### config.mk
export PLATFORM = sky130hd
export DESIGN_NAME = bcdalu_top
export DESIGN_NICKNAME = d
export VERILOG_FILES = /design/src/design/bcdalu_core.v /design/src/design/bcdalu_top.v
export VERILOG_INCLUDE_DIRS = /design/src /design/src/pkg
export SDC_FILE = /design/constraint.sdc
export NUM_CORES = 1
export LEC_CHECK = 0
export ABC_AREA = 1
export BUFFER_PORTS_ARGS = -buffer_cell sky130_fd_sc_hd__buf_2
export CAP_MARGIN = 10
export CORE_ASPECT_RATIO = 1.1
export CORE_MARGIN = 10
export CORE_UTILIZATION = 50
export CTS_BUF_LIST = sky130_fd_sc_hd__clkbuf_16
export CTS_CLUSTER_DIAMETER = 30
export DETAILED_ROUTE_END_ITERATION = 12
export GPL_TIMING_DRIVEN = 0
export HOLD_SLACK_MARGIN = 0.1
export PLACE_DENSITY = 0.79
export SYNTH_ARGS = -nofsm -noshare
export SYNTH_HDL_FRONTEND = slang
export SYNTH_SLANG_ARGS = --single-unit
### constraint.sdc
create_clock -name REF_CLK_IN -period 3.5 [get_ports REF_CLK_IN]
set_input_delay 0 -clock REF_CLK_IN [delete_from_list [all_inputs] [get_ports REF_CLK_IN]]
set_output_delay 0 -clock REF_CLK_IN [all_outputs]
set_load 0.01 [all_outputs]
### src/pkg/bcdalu_map.vh
/*
 Constants for the decimal-adjust and decrement ALU slice: opcodes, flag positions,
 correction bytes and cycle count. Assumes it is included once per compile unit.
*/
// What this block does
// - Decimal adjust rewrites the byte as two packed BCD digits after add or subtract.
// - After add, add 00/06/60/66 from carry, nibbles, half-carry; carry set when 60 included.
// - After subtract, add 00/FA/A0/9A; carry after equals carry before.
// - Decimal adjust sets carry from the correction table, clears it otherwise.
// - Decimal adjust sets zero when the corrected byte is zero.
// - Decimal adjust copies corrected bit 7 into the sign flag.
// - Decrement subtracts one from the byte and writes it back in place.
// - Indirect decrement uses the pointer register contents as address; pointer unchanged.
`ifndef BCDALU_MAP_VH
`define BCDALU_MAP_VH
// ----------------------------------------
// Opcodes
// ----------------------------------------
`define BCDALU_OPC_ADJUST_REG 8'h40
`define BCDALU_OPC_ADJUST_IND 8'h41
`define BCDALU_OPC_DECREMENT_REG 8'h00
`define BCDALU_OPC_DECREMENT_IND 8'h01
// ----------------------------------------
// Flag byte positions
// ----------------------------------------
`define BCDALU_FLG_C 7
`define BCDALU_FLG_Z 6
`define BCDALU_FLG_S 5
`define BCDALU_FLG_V 4
`define BCDALU_FLG_D 3
`define BCDALU_FLG_H 2
// ----------------------------------------
// Corrections and limits
// ----------------------------------------
`define BCDALU_COR_NONE 8'h00
`define BCDALU_COR_LO 8'h06
`define BCDALU_COR_HI 8'h60
`define BCDALU_COR_BOTH 8'h66
`define BCDALU_SCOR_LO 8'hFA
`define BCDALU_SCOR_HI 8'hA0
`define BCDALU_SCOR_BOTH 8'h9A
`define BCDALU_NIB_NINE 4'h9
`define BCDALU_ONE 8'h01
`define BCDALU_INSN_CYCLES 2'h3
`endif

### src/design/bcdalu_core.v
/*
 Combinational decimal-adjust and decrement arithmetic with flag results.
 Assumes operands are stable from the sequencing logic on the same clock.
*/
`timescale 1ns/1ns
`include "bcdalu_map.vh"
module bcdalu_core (
    // Operands
    input wire [7:0] operand_in,
    input wire [7:0] flags_in,
    input wire sub_mode_in,
    input wire decrement_in,
    // Results
    output reg [7:0] result_out,
    output reg [7:0] flags_out
);
    reg [7:0] cor;
    reg carry;
    reg hi_fix;
    wire c0 = flags_in[`BCDALU_FLG_C];
    wire h0 = flags_in[`BCDALU_FLG_H];
    wire [3:0] hi = operand_in[7:4];
    wire [3:0] lo = operand_in[3:0];
    wire lo_bad = (lo > `BCDALU_NIB_NINE);
    always @* begin
        cor = `BCDALU_COR_NONE;
        carry = c0;
        hi_fix = 1'b0;
        // Compact form of the table; invalid inputs fall out arbitrarily
        if (sub_mode_in) begin
            if (h0 && c0) cor = `BCDALU_SCOR_BOTH;
            else if (c0) cor = `BCDALU_SCOR_HI;
            else if (h0) cor = `BCDALU_SCOR_LO;
            carry = c0;
        end else begin
            if (h0 || lo_bad) cor = `BCDALU_COR_LO;
            hi_fix = c0 || (hi > `BCDALU_NIB_NINE) || (hi == `BCDALU_NIB_NINE && lo_bad);
            // Upper correction is what carries out of bit 7
            if (hi_fix) cor = cor | `BCDALU_COR_HI;
            carry = hi_fix;
        end
        result_out = operand_in + cor;
        flags_out = flags_in;
        if (decrement_in) begin
            result_out = operand_in - `BCDALU_ONE;
            flags_out[`BCDALU_FLG_V] = (operand_in == 8'h80);
        end else begin
            flags_out[`BCDALU_FLG_C] = carry;
        end
        flags_out[`BCDALU_FLG_Z] = (result_out == 8'h00);
        flags_out[`BCDALU_FLG_S] = result_out[7];
    end
endmodule

### src/design/bcdalu_top.v
/*
 Sequencer for decimal adjust and decrement: register and indirect forms over four cycles.
 Assumes a single-cycle register file read port and write port on the same clock.
*/
`timescale 1ns/1ns
`include "bcdalu_map.vh"
module bcdalu_top (
    // Clock and reset
    input wire REF_CLK_IN,
    input wire RST_N_IN,
    // Instruction
    input wire START_IN,
    input wire [7:0] OPCODE_IN,
    input wire [7:0] DST_IN,
    input wire SUB_MODE_IN,
    input wire [7:0] FLAGS_IN,
    // Register file
    input wire [7:0] RF_RDATA_IN,
    output reg [7:0] RF_RADDR_OUT,
    output reg RF_WE_OUT,
    output reg [7:0] RF_WADDR_OUT,
    output reg [7:0] RF_WDATA_OUT,
    // Status
    output reg [7:0] FLAGS_OUT,
    output reg FLAGS_WE_OUT,
    output wire BUSY_OUT,
    output reg DONE_OUT,
    output reg ILLEGAL_OUT
);
    // ----------------------------------------
    // State and storage
    // ----------------------------------------
    localparam ST_IDLE = 2'h0;
    localparam ST_PTR = 2'h1;
    localparam ST_OPND = 2'h2;
    localparam ST_WB = 2'h3;
    reg [1:0] state;
    reg [1:0] next_state;
    reg [1:0] cyc;
    reg [1:0] next_cyc;
    reg decrement;
    reg sub_mode;
    reg [7:0] flags;
    reg [7:0] addr;
    reg [7:0] next_addr;
    reg [7:0] opnd;
    reg [7:0] next_opnd;
    reg [7:0] next_raddr;
    wire [7:0] alu_res;
    wire [7:0] alu_flags;
    wire legal;
    wire indirect;
    wire idle;
    wire take;
    wire refuse;
    wire last_wait;
    wire write_back;
    // ----------------------------------------
    // Opcode decode
    // ----------------------------------------
    function op_legal;
        input [7:0] op;
        begin
            op_legal = (op == `BCDALU_OPC_ADJUST_REG) || (op == `BCDALU_OPC_ADJUST_IND) ||
                (op == `BCDALU_OPC_DECREMENT_REG) || (op == `BCDALU_OPC_DECREMENT_IND);
        end
    endfunction
    // Full compares, so an unknown opcode never selects a form
    function op_indirect;
        input [7:0] op;
        begin
            op_indirect = (op == `BCDALU_OPC_ADJUST_IND) || (op == `BCDALU_OPC_DECREMENT_IND);
        end
    endfunction
    function op_decrement;
        input [7:0] op;
        begin
            op_decrement = (op == `BCDALU_OPC_DECREMENT_REG) || (op == `BCDALU_OPC_DECREMENT_IND);
        end
    endfunction
    assign legal = op_legal(OPCODE_IN);
    assign indirect = op_indirect(OPCODE_IN);
    assign idle = (state == ST_IDLE);
    // A start during a run is dropped silently rather than queued
    assign take = START_IN && idle && legal;
    assign refuse = START_IN && idle && !legal;
    // Pad the direct form so both forms take four cycles
    assign last_wait = (cyc == `BCDALU_INSN_CYCLES - 2'h1);
    assign write_back = (state == ST_WB);
    assign BUSY_OUT = !idle;
    // ----------------------------------------
    // Arithmetic
    // ----------------------------------------
    bcdalu_core u_core (
        .operand_in(opnd),
        .flags_in(flags),
        .sub_mode_in(sub_mode),
        .decrement_in(decrement),
        .result_out(alu_res),
        .flags_out(alu_flags)
    );
    // ----------------------------------------
    // Sequencing
    // ----------------------------------------
    always @* begin
        next_state = state;
        case (state)
            ST_IDLE: begin
                if (take) begin
                    next_state = indirect ? ST_PTR : ST_OPND;
                end
            end
            ST_PTR: begin
                next_state = ST_OPND;
            end
            ST_OPND: begin
                if (last_wait) begin
                    next_state = ST_WB;
                end
            end
            ST_WB: begin
                next_state = ST_IDLE;
            end
            default: begin
                next_state = ST_IDLE;
            end
        endcase
    end
    // Count restarts on every taken instruction
    always @* begin
        next_cyc = cyc + 2'h1;
        if (idle) begin
            next_cyc = 2'h0;
        end
    end
    // ----------------------------------------
    // Next values
    // ----------------------------------------
    always @* begin
        next_addr = addr;
        next_raddr = RF_RADDR_OUT;
        next_opnd = opnd;
        case (state)
            ST_IDLE: begin
                if (take) begin
                    next_addr = DST_IN;
                    next_raddr = DST_IN;
                end
            end
            ST_PTR: begin
                // Pointer contents become the target; pointer is never written
                next_addr = RF_RDATA_IN;
                next_raddr = RF_RDATA_IN;
            end
            ST_OPND: begin
                // Read port has settled by the last pad cycle; the last capture wins
                next_opnd = RF_RDATA_IN;
            end
            default: begin
                next_opnd = opnd;
            end
        endcase
    end
    // ----------------------------------------
    // State registers
    // ----------------------------------------
    always @(posedge REF_CLK_IN or negedge RST_N_IN) begin
        if (!RST_N_IN) begin
            state <= ST_IDLE;
            cyc <= 2'h0;
        end else begin
            state <= next_state;
            cyc <= next_cyc;
        end
    end
    // Operation and flags freeze at the start so inputs may move during a run
    always @(posedge REF_CLK_IN or negedge RST_N_IN) begin
        if (!RST_N_IN) begin
            decrement <= 1'b0;
            sub_mode <= 1'b0;
            flags <= 8'h00;
        end else if (take) begin
            decrement <= op_decrement(OPCODE_IN);
            sub_mode <= SUB_MODE_IN;
            flags <= FLAGS_IN;
        end
    end
    always @(posedge REF_CLK_IN or negedge RST_N_IN) begin
        if (!RST_N_IN) begin
            addr <= 8'h00;
            opnd <= 8'h00;
            RF_RADDR_OUT <= 8'h00;
        end else begin
            addr <= next_addr;
            opnd <= next_opnd;
            RF_RADDR_OUT <= next_raddr;
        end
    end
    // ----------------------------------------
    // Write-back
    // ----------------------------------------
    // Address, data and flags hold until the next write-back
    always @(posedge REF_CLK_IN or negedge RST_N_IN) begin
        if (!RST_N_IN) begin
            RF_WADDR_OUT <= 8'h00;
            RF_WDATA_OUT <= 8'h00;
            FLAGS_OUT <= 8'h00;
        end else if (write_back) begin
            RF_WADDR_OUT <= addr;
            RF_WDATA_OUT <= alu_res;
            FLAGS_OUT <= alu_flags;
        end
    end
    // Write and done strobes are single-cycle pulses; ILLEGAL_OUT stays high while an illegal start is held
    always @(posedge REF_CLK_IN or negedge RST_N_IN) begin
        if (!RST_N_IN) begin
            RF_WE_OUT <= 1'b0;
            FLAGS_WE_OUT <= 1'b0;
            DONE_OUT <= 1'b0;
            ILLEGAL_OUT <= 1'b0;
        end else begin
            RF_WE_OUT <= write_back;
            FLAGS_WE_OUT <= write_back;
            DONE_OUT <= write_back;
            ILLEGAL_OUT <= refuse;
        end
    end
endmodule

==> impl_metrics.env, run 1 <==
export IMPL_syn_to_final_growth_pct=32.2
export IMPL_slew_violations=0
export IMPL_rows=28
export IMPL_grt_setup_unrepaired="no"
export IMPL_synthArstFlopShare_pct=100
export IMPL_syn_area_per_cell_um2=8.63
export IMPL_clock_latency_ns=0.29
export IMPL_synth_area_mm2=0.00273
export IMPL_start_util_pct=51.2
export IMPL_synth_cell_types=34
export IMPL_ir_worst_vdd_mv=0.331
export IMPL_critPathLaunch="flags[2]"
export IMPL_rrSetupSlack_ns=1.13
export IMPL_yosys_area_share_simple_pct=23.3
export IMPL_max_freq_mhz=421
export IMPL_drt_iter0_drc=120
export IMPL_worstSetupEndpointType="flop"
export IMPL_cts_reportedPaths_clkPinSlew_ns=0.07
export IMPL_grt_max_degree=54
export IMPL_portBuffers=70
export IMPL_dieHeight_um=97.5
export IMPL_crit_arrival_ns=2.56
export IMPL_antenna_found_initial=0
export IMPL_syn_instance_count=316
export IMPL_grt_pass1_wl_mm=12.3
export IMPL_place_gp_congestion=0.866
export IMPL_worst_setup_path_start_kind="flop"
export IMPL_drive_above_1_share_pct=25.4
export IMPL_dr_pass1_iters=4
export IMPL_worstHoldPathType="in2async"
export IMPL_fin_cells=497
export IMPL_fin_nets=472
export IMPL_cp_required_ns=3.69
export IMPL_max_cap_viol_count=0
export IMPL_final_common_cell="nand2_1"
export IMPL_ff2ff_path_depth=15
export IMPL_synth_xor_area_share_pct=1.61
export IMPL_dieWidth_um=90.4
export IMPL_finish_utilization_pct=67.7
export IMPL_path_class="reg2reg"
export IMPL_cp_endpoint="FLAGS_OUT[5]"
export IMPL_synth_seq_area_share_pct=48.6
export IMPL_viasPerCell=4.98
export IMPL_synth_top_family_by_area="simple AND/OR/NAND/NOR gates"
export IMPL_worstMarginPinSlew_ns=0.616
export IMPL_dpl_cell_count=461
export IMPL_cts_made_buffers=5
export IMPL_post_cts_resize_count=0
export IMPL_synth_nets=367
export IMPL_core_region_area_mm2=0.00533
export IMPL_cts_tree="done"
export IMPL_r2r_start="flags[2]"
export IMPL_cts_htree_levels=2
export IMPL_yosys_most_used_dff="dfrtp_1"
export IMPL_drt_total_wl_mm=7.21
export IMPL_post_synth_fa_ha_maj_area_fraction_pct=7.16
export IMPL_wire_per_inst_um=14.5
export IMPL_drc_errors=0
export IMPL_yosys_warnings=0
export IMPL_cts_num_sinks=53
export IMPL_multi_input_area_mm2=0.00121
export IMPL_fin_worst_skew_ns=0.00889
export IMPL_grt_pass1_vias=2595
export IMPL_grt_usage_pct=16.8
export IMPL_io_pins=73
export IMPL_fillers=429
export IMPL_muxShareOfSynthArea_pct=2.94
export IMPL_synth_compound_area_share_pct=9.50
export IMPL_synth_edf_count=0
export IMPL_power_density_mw_per_mm2=871
export IMPL_worst_slew_margin_rel_pct=58.9
export IMPL_fin_crit_sh_pct=67.8
export IMPL_dieArea_mm2=0.00881
export IMPL_p_leak_nw=1.89
export IMPL_postSynthRegisterBits=53
export IMPL_setup_viol=0
export IMPL_diodes=0
export IMPL_layout_area_seq_mm2=0.00133
export IMPL_layout_common_cells="nand2_1, buf_2, dfrtp_1, dlygate4sd3_1, nor2_1"
export IMPL_timing_setup_tns_ns=0
export IMPL_hold_viol_final=0
export IMPL_clockBufferDepth=2
export IMPL_via_count=2477
export IMPL_r2r_end="FLAGS_OUT[5]"
export IMPL_fin_crit_ns=2.37
export IMPL_ant_nets=0
export IMPL_status="finished clean"
export IMPL_critPathMaxFanout=5
export IMPL_hpwlAfterDp_mm=5.07
export IMPL_cts_root_buf="clkbuf_16"
export IMPL_grt_overflow=0
-- flip-flops by register name (all words and copies together), names as in the netlist, 2 cells and up --
signal        count
opnd              8
RF_WADDR_OUT      8
state             2
FLAGS_OUT         8
RF_WDATA_OUT      7
addr              8
cyc               2
flags             6
-- report_power, final --
group	switching [W]	internal (W)	total [W]
Clock	0.000223	0.000265	0.000488
Combinational	0.000952	0.000638	0.00159
Sequential	0.000187	0.000878	0.00106
Total	0.00136	0.00178	0.00314
-- metrics by stage --
stage / hold slack (ns) / instance area [µm²] / total power, W / setup slack, ns
finish: 0.0992 / 3610 / 0.00314 / 1.13
global route: 0.135 / 3610 / 0.00343 / 0.816
CTS: 0.125 / 3590 / 0.00314 / 1.12
detailed placement: 0.210 / 3170 / 0.00262 / 1.15
global placement: 0.196 / 3170 / 0.00256 / 1.16
floorplan: -0.296 / 2730 / 0.00213 / 1.38
-- Yosys cell counts, types with 4 or more instances --
cell type / number / area [µm²]
inv_1: 22 / 82.6
xor2_1: 4 / 35.0
mux2i_1: 8 / 80.1
nor2_2: 4 / 25.0
nand2_2: 5 / 31.3
inv_2: 5 / 18.8
nor2_1: 23 / 86.3
ha_1: 14 / 175
dfrtp_1: 53 / 1330
nand4_1: 5 / 31.3
a21oi_1: 14 / 70.1
nand3_1: 6 / 30.0
nand2_1: 101 / 379
buf_4: 4 / 30.0
o21ai_0: 15 / 75.1
o21ai_1: 7 / 35.0
-- worst min-delay path by stage --
| stage | from | end | slack (ns) | cells past startpoint |
|---|---|---|---|---|
| after global placement | OPCODE_IN[6] | decrement | 0.20 | 2 |
| after floorplan | RST_N_IN | DONE_OUT | -0.30 | 0 |
| final | RST_N_IN | RF_WADDR_OUT[4] | 0.1 | 2 |
| after CTS | OPCODE_IN[0] | state[1] | 0.13 | 4 |
| after detailed placement | FLAGS_IN[4] | flags[4] | 0.21 | 3 |
| after global routing | RST_N_IN | RF_WADDR_OUT[4] | 0.13 | 2 |
-- worst max-delay path, stage by stage (launching register included) --
cell	delay, ns
dfrtp_1	0.45
inv_1	0.13
ha_1	0.29
nand2_1	0.12
nand3_2	0.11
nand2_1	0.07
nand3_1	0.06
ha_1	0.31
a21oi_1	0.14
o21ai_0	0.10
a31oi_1	0.20
inv_1	0.06
nand2_1	0.08
nand2_1	0.05
nand2_1	0.06
nand2_1	0.04
-- layout make-up --
cell class                 count  share of cell area [%]
buffer                        12                    2.39
clock buffer                   5                    3.47
clock inverter                 3                   0.555
inverter                      27                    2.81
multi-input combinational    224                    33.6
sequential                    53                    36.8
tap                           75                    2.60
timing repair buffer          98                    17.8
-- layer usage --
metal  GRT usage, %  part of all wire (%)  vias to the layer above
met5              0                     0                        -
met4           7.48                   2.6                        0
met3           4.10                   7.2                       19
met2           30.6                    52                       84
met1           17.9                    39                     1156
li1               -                     -                     1218
-- kinds of logic (layout without fill, tap and decap cells) --
kind of cell	Yosys count	count (layout)
buf+inv	39	145
fa+ha+maj	15	15
flops	53	53
mux	8	8
compound gates	45	45
simple gates	151	151
xor+xnor	5	5
-- repair_timing --
item	in CTS	in global routing
setup buffers	0	0
hold buffers	27	0
endpoints found under the hold margin	78	0
(Power assumes the default switching activity.)
==> run 2: changes to the inputs <==
Clock period 3.5 ns to 2.3 ns, I/O delays scaled along.
==> impl_metrics.env, run 2 (same netlist as run 1, synthesis figures left out) <==
export IMPL_status="finished clean"
export IMPL_slowest_delay_ns=0.44
export IMPL_clockBufferDepth=2
export IMPL_critPathBufInv=0
export IMPL_use_met1_pct=17.5
export IMPL_worst_setup_path_start_kind="flop"
export IMPL_crit_family="compound AO/OA/AOI/OAI gates"
export IMPL_r2r_end="FLAGS_OUT[6]"
export IMPL_crit_slowest_cell="dfrtp_2"
export IMPL_critPathMaxFanout=4
export IMPL_ant_nets=0
export IMPL_fin_worst_skew_ns=0.00900
export IMPL_cts_made_buffers=5
export IMPL_drc_errors=0
export IMPL_final_common_cell="nand2_1"
export IMPL_p_leak_nw=1.90
export IMPL_cts_num_sinks=53
export IMPL_fin_crit_ns=2.28
export IMPL_fin_crit_sh_pct=99.0
export IMPL_drive_above_1_share_pct=30.1
export IMPL_core_region_area_mm2=0.00533
export IMPL_hpwlAfterDp_mm=5.07
export IMPL_cts_reportedPaths_clkPinSlew_ns=0.07
export IMPL_grt_max_degree=54
export IMPL_dieArea_mm2=0.00881
export IMPL_syn_to_final_growth_pct=35.8
export IMPL_met2_usage_pct=30.3
export IMPL_critPathLaunch="opnd[1]"
export IMPL_grt_usage_pct=16.6
export IMPL_via_count=2535
export IMPL_cts_htree_levels=2
export IMPL_ir_worst_vdd_mv=0.543
export IMPL_rows=28
export IMPL_path_class="reg2reg"
export IMPL_fin_cells=501
export IMPL_dpl_cell_count=461
export IMPL_ff2ff_path_depth=13
export IMPL_worstSetupEndpointType="flop"
export IMPL_max_freq_mhz=439
export IMPL_grt_util_met3_pct=4.48
export IMPL_crit_arrival_ns=2.51
export IMPL_crit_chain="nor2_4 > nor2_4 > a21oi_4 > nor2_2 > fa_2 > o21ai_2 > a21oi_1 > o21ai_2 > xor2_1 > nand2_1 > nor2_1 > nand3_1 > nand2_1"
export IMPL_portBuffers=70
export IMPL_setup_viol=0
export IMPL_max_cap_viol_count=0
export IMPL_dieHeight_um=97.5
export IMPL_cts_root_buf="clkbuf_16"
export IMPL_r2r_start="opnd[1]"
export IMPL_viasPerCell=5.06
export IMPL_drt_iter0_drc=194
export IMPL_drt_total_wl_mm=7.50
export IMPL_fin_nets=475
export IMPL_grt_setup_unrepaired="yes"
export IMPL_hold_viol_final=0
export IMPL_power_density_mw_per_mm2=1360
export IMPL_io_pins=73
export IMPL_finish_utilization_pct=69.6
export IMPL_worstMarginPinSlew_ns=0.639
export IMPL_worstHoldPathType="in2async"
export IMPL_worst_slew_margin_rel_pct=57.4
export IMPL_grt_overflow=0
export IMPL_cp_endpoint="FLAGS_OUT[6]"
export IMPL_cts_tree="done"
export IMPL_grt_busiest_layer="met2"
export IMPL_clock_latency_ns=0.30
export IMPL_grt_pass1_vias=2563
export IMPL_place_gp_congestion=0.866
export IMPL_cp_depth=13
export IMPL_wire_per_inst_um=15.0
export IMPL_antenna_found_initial=1
export IMPL_start_util_pct=51.2
export IMPL_layout_common_cells="nand2_1, buf_2, dfrtp_1, dlygate4sd3_1, nor2_1"
export IMPL_dr_pass1_iters=4
export IMPL_rrSetupSlack_ns=0.02
export IMPL_grt_pass1_wl_mm=12.2
export IMPL_slew_violations=0
export IMPL_dieWidth_um=90.4
export IMPL_cp_required_ns=2.54
-- run 2: changes by cell type in the layout (fill, tap and decap cells not counted), sizes merged --
cell,delta
buf,+3
diode,+1
-- run 2: repair_timing --
action | CTS | global route
hold endpoints to repair | 78 | 0
gates resized for setup | 5 | 18
pin swaps | 0 | 8
hold buffers | 27 | 0
buffers inserted | 0 | 3
endpoints found under the setup margin | 2 | 2
-- run 2: power breakdown --
part	switching, W	total [W]	internal (W)	leakage [nW]
combinational	0.00157	0.00266	0.00110	1.19
sequential	0.000298	0.00164	0.00134	0.641
clock	0.000342	0.000745	0.000404	0.0679
-- run 2: metal layers --
layer  routed length (µm)  up-vias
li1                     -     1228
met1                 2830     1196
met2                 3930       92
met3                  506       19
met4                  231        0
met5                    0        -
-- run 2: worst min-delay path by stage --
stage | from | end | slack [ns] | depth (start not counted)
floorplan | RST_N_IN | DONE_OUT | -0.30 | 0
global placement | OPCODE_IN[6] | decrement | 0.20 | 2
detailed placement | FLAGS_IN[4] | flags[4] | 0.21 | 3
CTS | OPCODE_IN[0] | state[1] | 0.13 | 4
global route | RST_N_IN | RF_WADDR_OUT[4] | 0.14 | 2
finish | RST_N_IN | state[1] | 0.11 | 2
-- run 2: cell type report --
| cell class | instances | area [µm²] |
|---|---|---|
| Antenna cell | 1 | 2.50 |
| Buffer | 12 | 86.3 |
| Clock buffer | 5 | 125 |
| Clock inverter | 3 | 20.0 |
| Fill cell | 409 | 1620 |
| Inverter | 27 | 101 |
| Multi-Input combinational cell | 224 | 1280 |
| Sequential cell | 53 | 1330 |
| Tap cell | 75 | 93.8 |
| Timing Repair Buffer | 101 | 663 |
-- run 2: metrics by stage --
| stage | total power, W | hold WS (ns) | cell area (µm²) | setup slack, ns | TNS, ns |
|---|---|---|---|---|---|
| final | 0.00505 | 0.105 | 3700 | 0.0224 | 0 |
| after global routing | 0.00547 | 0.138 | 3700 | -0.117 | -0.210 |
| after CTS | 0.00480 | 0.125 | 3600 | 0.0163 | 0 |
| after detailed placement | 0.00399 | 0.210 | 3170 | -0.0461 | -0.0714 |
| after global placement | 0.00390 | 0.196 | 3170 | -0.0420 | -0.0633 |
| after floorplan | 0.00324 | -0.296 | 2730 | 0.178 | 0 |
==> run 3: changes to the inputs <==
Settings changed: ABC_AREA 1 to not set.
==> impl_metrics.env, run 3 <==
export IMPL_syn_area_per_cell_um2=10.7
export IMPL_drt_iter0_drc=121
export IMPL_timing_setup_tns_ns=-0.789
export IMPL_dr_pass1_iters=4
export IMPL_drive_above_1_share_pct=41.4
export IMPL_place_area_mm2=0.00321
export IMPL_drc_errors=0
export IMPL_layout_common_cells="buf_2, dfrtp_1, mux2_2, nor2_1, dlygate4sd3_1"
export IMPL_setup_ws_ns=-0.335
export IMPL_viasPerCell=5.29
export IMPL_via_count=2377
export IMPL_grt_pass1_vias=2549
export IMPL_cts_root_buf="clkbuf_16"
export IMPL_worstHoldPathType="in2reg"
export IMPL_dieHeight_um=97.9
export IMPL_synth_nets=310
export IMPL_worst_setup_path_start_kind="flop"
export IMPL_synth_seq_area_share_pct=48.1
export IMPL_postSynthRegisterBits=53
export IMPL_ant_nets=0
export IMPL_path_class="reg2reg"
export IMPL_cp_required_ns=2.48
export IMPL_rows=28
export IMPL_fin_worst_skew_ns=0.00638
export IMPL_cp_endpoint="FLAGS_OUT[5]"
export IMPL_use_met1_pct=18.5
export IMPL_hold_viol_final=0
export IMPL_io_pins=73
export IMPL_cts_htree_levels=2
export IMPL_dieWidth_um=90.8
export IMPL_ff2ff_path_depth=11
export IMPL_place_ws_ns=-0.494
export IMPL_met2_usage_pct=29.4
export IMPL_fin_crit_ns=2.63
export IMPL_grt_util_met3_pct=4.75
export IMPL_synth_top_area_cell="dfrtp_1"
export IMPL_timing_hold_ws_ns=0.101
export IMPL_worst_slew_margin_rel_pct=54.6
export IMPL_synth_top_cells_by_area="dfrtp_1, mux2_2, ha_1"
export IMPL_violations="setup timing"
export IMPL_ir_worst_vdd_mv=0.789
export IMPL_grt_setup_unrepaired="yes"
export IMPL_clockBufferDepth=2
export IMPL_wire_per_inst_um=16.4
export IMPL_grt_usage_pct=16.5
export IMPL_synth_cell_types=44
export IMPL_antenna_found_initial=0
export IMPL_power_density_mw_per_mm2=1490
export IMPL_synth_area_mm2=0.00276
export IMPL_r2r_start="opnd[1]"
export IMPL_synthArstFlopShare_pct=100
export IMPL_syn_instance_count=259
export IMPL_worstMarginPinSlew_ns=0.680
export IMPL_crit_arrival_ns=2.81
export IMPL_max_cap_viol_count=0
export IMPL_hpwlAfterDp_mm=5.13
export IMPL_grt_max_degree=54
export IMPL_fillers=383
export IMPL_rrSetupSlack_ns=-0.33
export IMPL_status="finished with violations"
export IMPL_grt_pass1_wl_mm=12.3
export IMPL_grt_overflow=0
export IMPL_yosys_warnings=0
export IMPL_r2r_end="FLAGS_OUT[5]"
export IMPL_grt_busiest_layer="met2"
export IMPL_fin_crit_sh_pct=115
export IMPL_start_util_pct=51.5
export IMPL_multi_input_area_mm2=0.00138
export IMPL_clock_latency_ns=0.29
export IMPL_cts_tree="done"
export IMPL_cts_reportedPaths_clkPinSlew_ns=0.07
export IMPL_p_leak_nw=1.85
export IMPL_dieArea_mm2=0.00889
export IMPL_synth_edf_count=0
export IMPL_core_region_area_mm2=0.00536
export IMPL_setup_viol=3
export IMPL_worstSetupEndpointType="flop"
export IMPL_slew_violations=0
export IMPL_drt_total_wl_mm=7.37
export IMPL_fin_nets=424
export IMPL_synth_most_common_cell="dfrtp_1"
export IMPL_cts_num_sinks=53
export IMPL_portBuffers=70
export IMPL_place_gp_congestion=0.875
export IMPL_yosys_most_used_dff="dfrtp_1"
export IMPL_max_freq_mhz=380
export IMPL_yosysTopAreaCellShare_pct=48.1
export IMPL_fin_area_mm2=0.00377
export IMPL_layout_area_seq_mm2=0.00133
export IMPL_critPathLaunch="opnd[1]"
export IMPL_synthTopCellsByCount="dfrtp_1, mux2_2, nor2_1"
export IMPL_final_common_cell="buf_2"
export IMPL_syn_to_final_growth_pct=36.6
export IMPL_critPathMaxFanout=2
export IMPL_cts_made_buffers=5
export IMPL_diodes=0
run 3: changes by cell type after synthesis, sizes merged, moves of 7 or more:
cell and delta:
nand2 -95, mux2 +38, inv -12, o21ai -11, o22ai +10, mux2i -7, nand3 -7
run 3: stage by stage:
| stage | std cells | total power, W | util [%] |
|---|---|---|---|
| after CTS | 443 | 0.00533 | 68.2 |
| after global routing | 449 | 0.00605 | 70.3 |
| after global placement | 404 | 0.00428 | 59.9 |
| after floorplan | 259 | 0.00357 | - |
| after detailed placement | 404 | 0.00440 | 59.9 |
| final | 449 | 0.00560 | 70.3 |
run 3: cells by family (layout without fill, tap and decap cells):
family | after synthesis | in the layout | synth area share [%]
DFF | 53 | 53 | 48.1
and+or+nand+nor | 66 | 66 | 11.2
adders and majority gates | 15 | 15 | 7.07
AOI/OAI and AO/OA | 51 | 51 | 11.5
xor gates and xnor gates | 6 | 6 | 1.90
muxes | 39 | 39 | 15.9
buffers and inverters | 29 | 144 | 4.44
run 3: timing repair:
action | CTS | global route
pin swaps | 6 | 5
hold buffers | 22 | 0
endpoints found under the hold margin | 80 | 0
gates resized for setup | 5 | 15
gates cloned | 0 | 0
setup buffers | 9 | 5
endpoints found under the setup margin | 5 | 13
run 3: final cells by class:
type	count	share of cell area [%]
plain buffers	14	1.86
multi-input cells	177	36.7
flip-flops and latches	53	35.3
repair buffers	107	18.5
clock buffers	5	3.32
inverters	15	1.49
clock inverters	3	0.465
well taps	75	2.49
run 3: metal layers:
metal	up-vias	routed length, µm
met5	-	0
met4	0	108
met3	10	381
met2	71	3890
met1	1162	2990
li1	1134	-
run 3: power breakdown:
group	internal (W)	switching (W)	total (W)
Clock	0.000399	0.000325	0.000725
Combinational	0.00161	0.00164	0.00324
Sequential	0.00134	0.000303	0.00164
run 3: worst min path at each step:
stage                      to  slack [ns]  cells past startpoint          from
finish                addr[1]        0.10                      4     DST_IN[1]
global route          addr[2]        0.13                      4     DST_IN[2]
CTS                   addr[1]        0.10                      4     DST_IN[1]
detailed placement  decrement        0.22                      2  OPCODE_IN[6]
global placement    decrement        0.22                      2  OPCODE_IN[6]
floorplan            DONE_OUT       -0.30                      0      RST_N_IN
run 3: critical path, cell delays in order, from the launching register on:
cell	delay [ns]
dfrtp_1	0.40
o21a_1	0.20
a211o_1	0.29
a21boi_2	0.17
a21oi_2	0.05
xnor2_1	0.13
nand2b_1	0.07
ha_2	0.18
or4_4	0.49
a31oi_4	0.19
xnor2_2	0.09
mux2_4	0.26
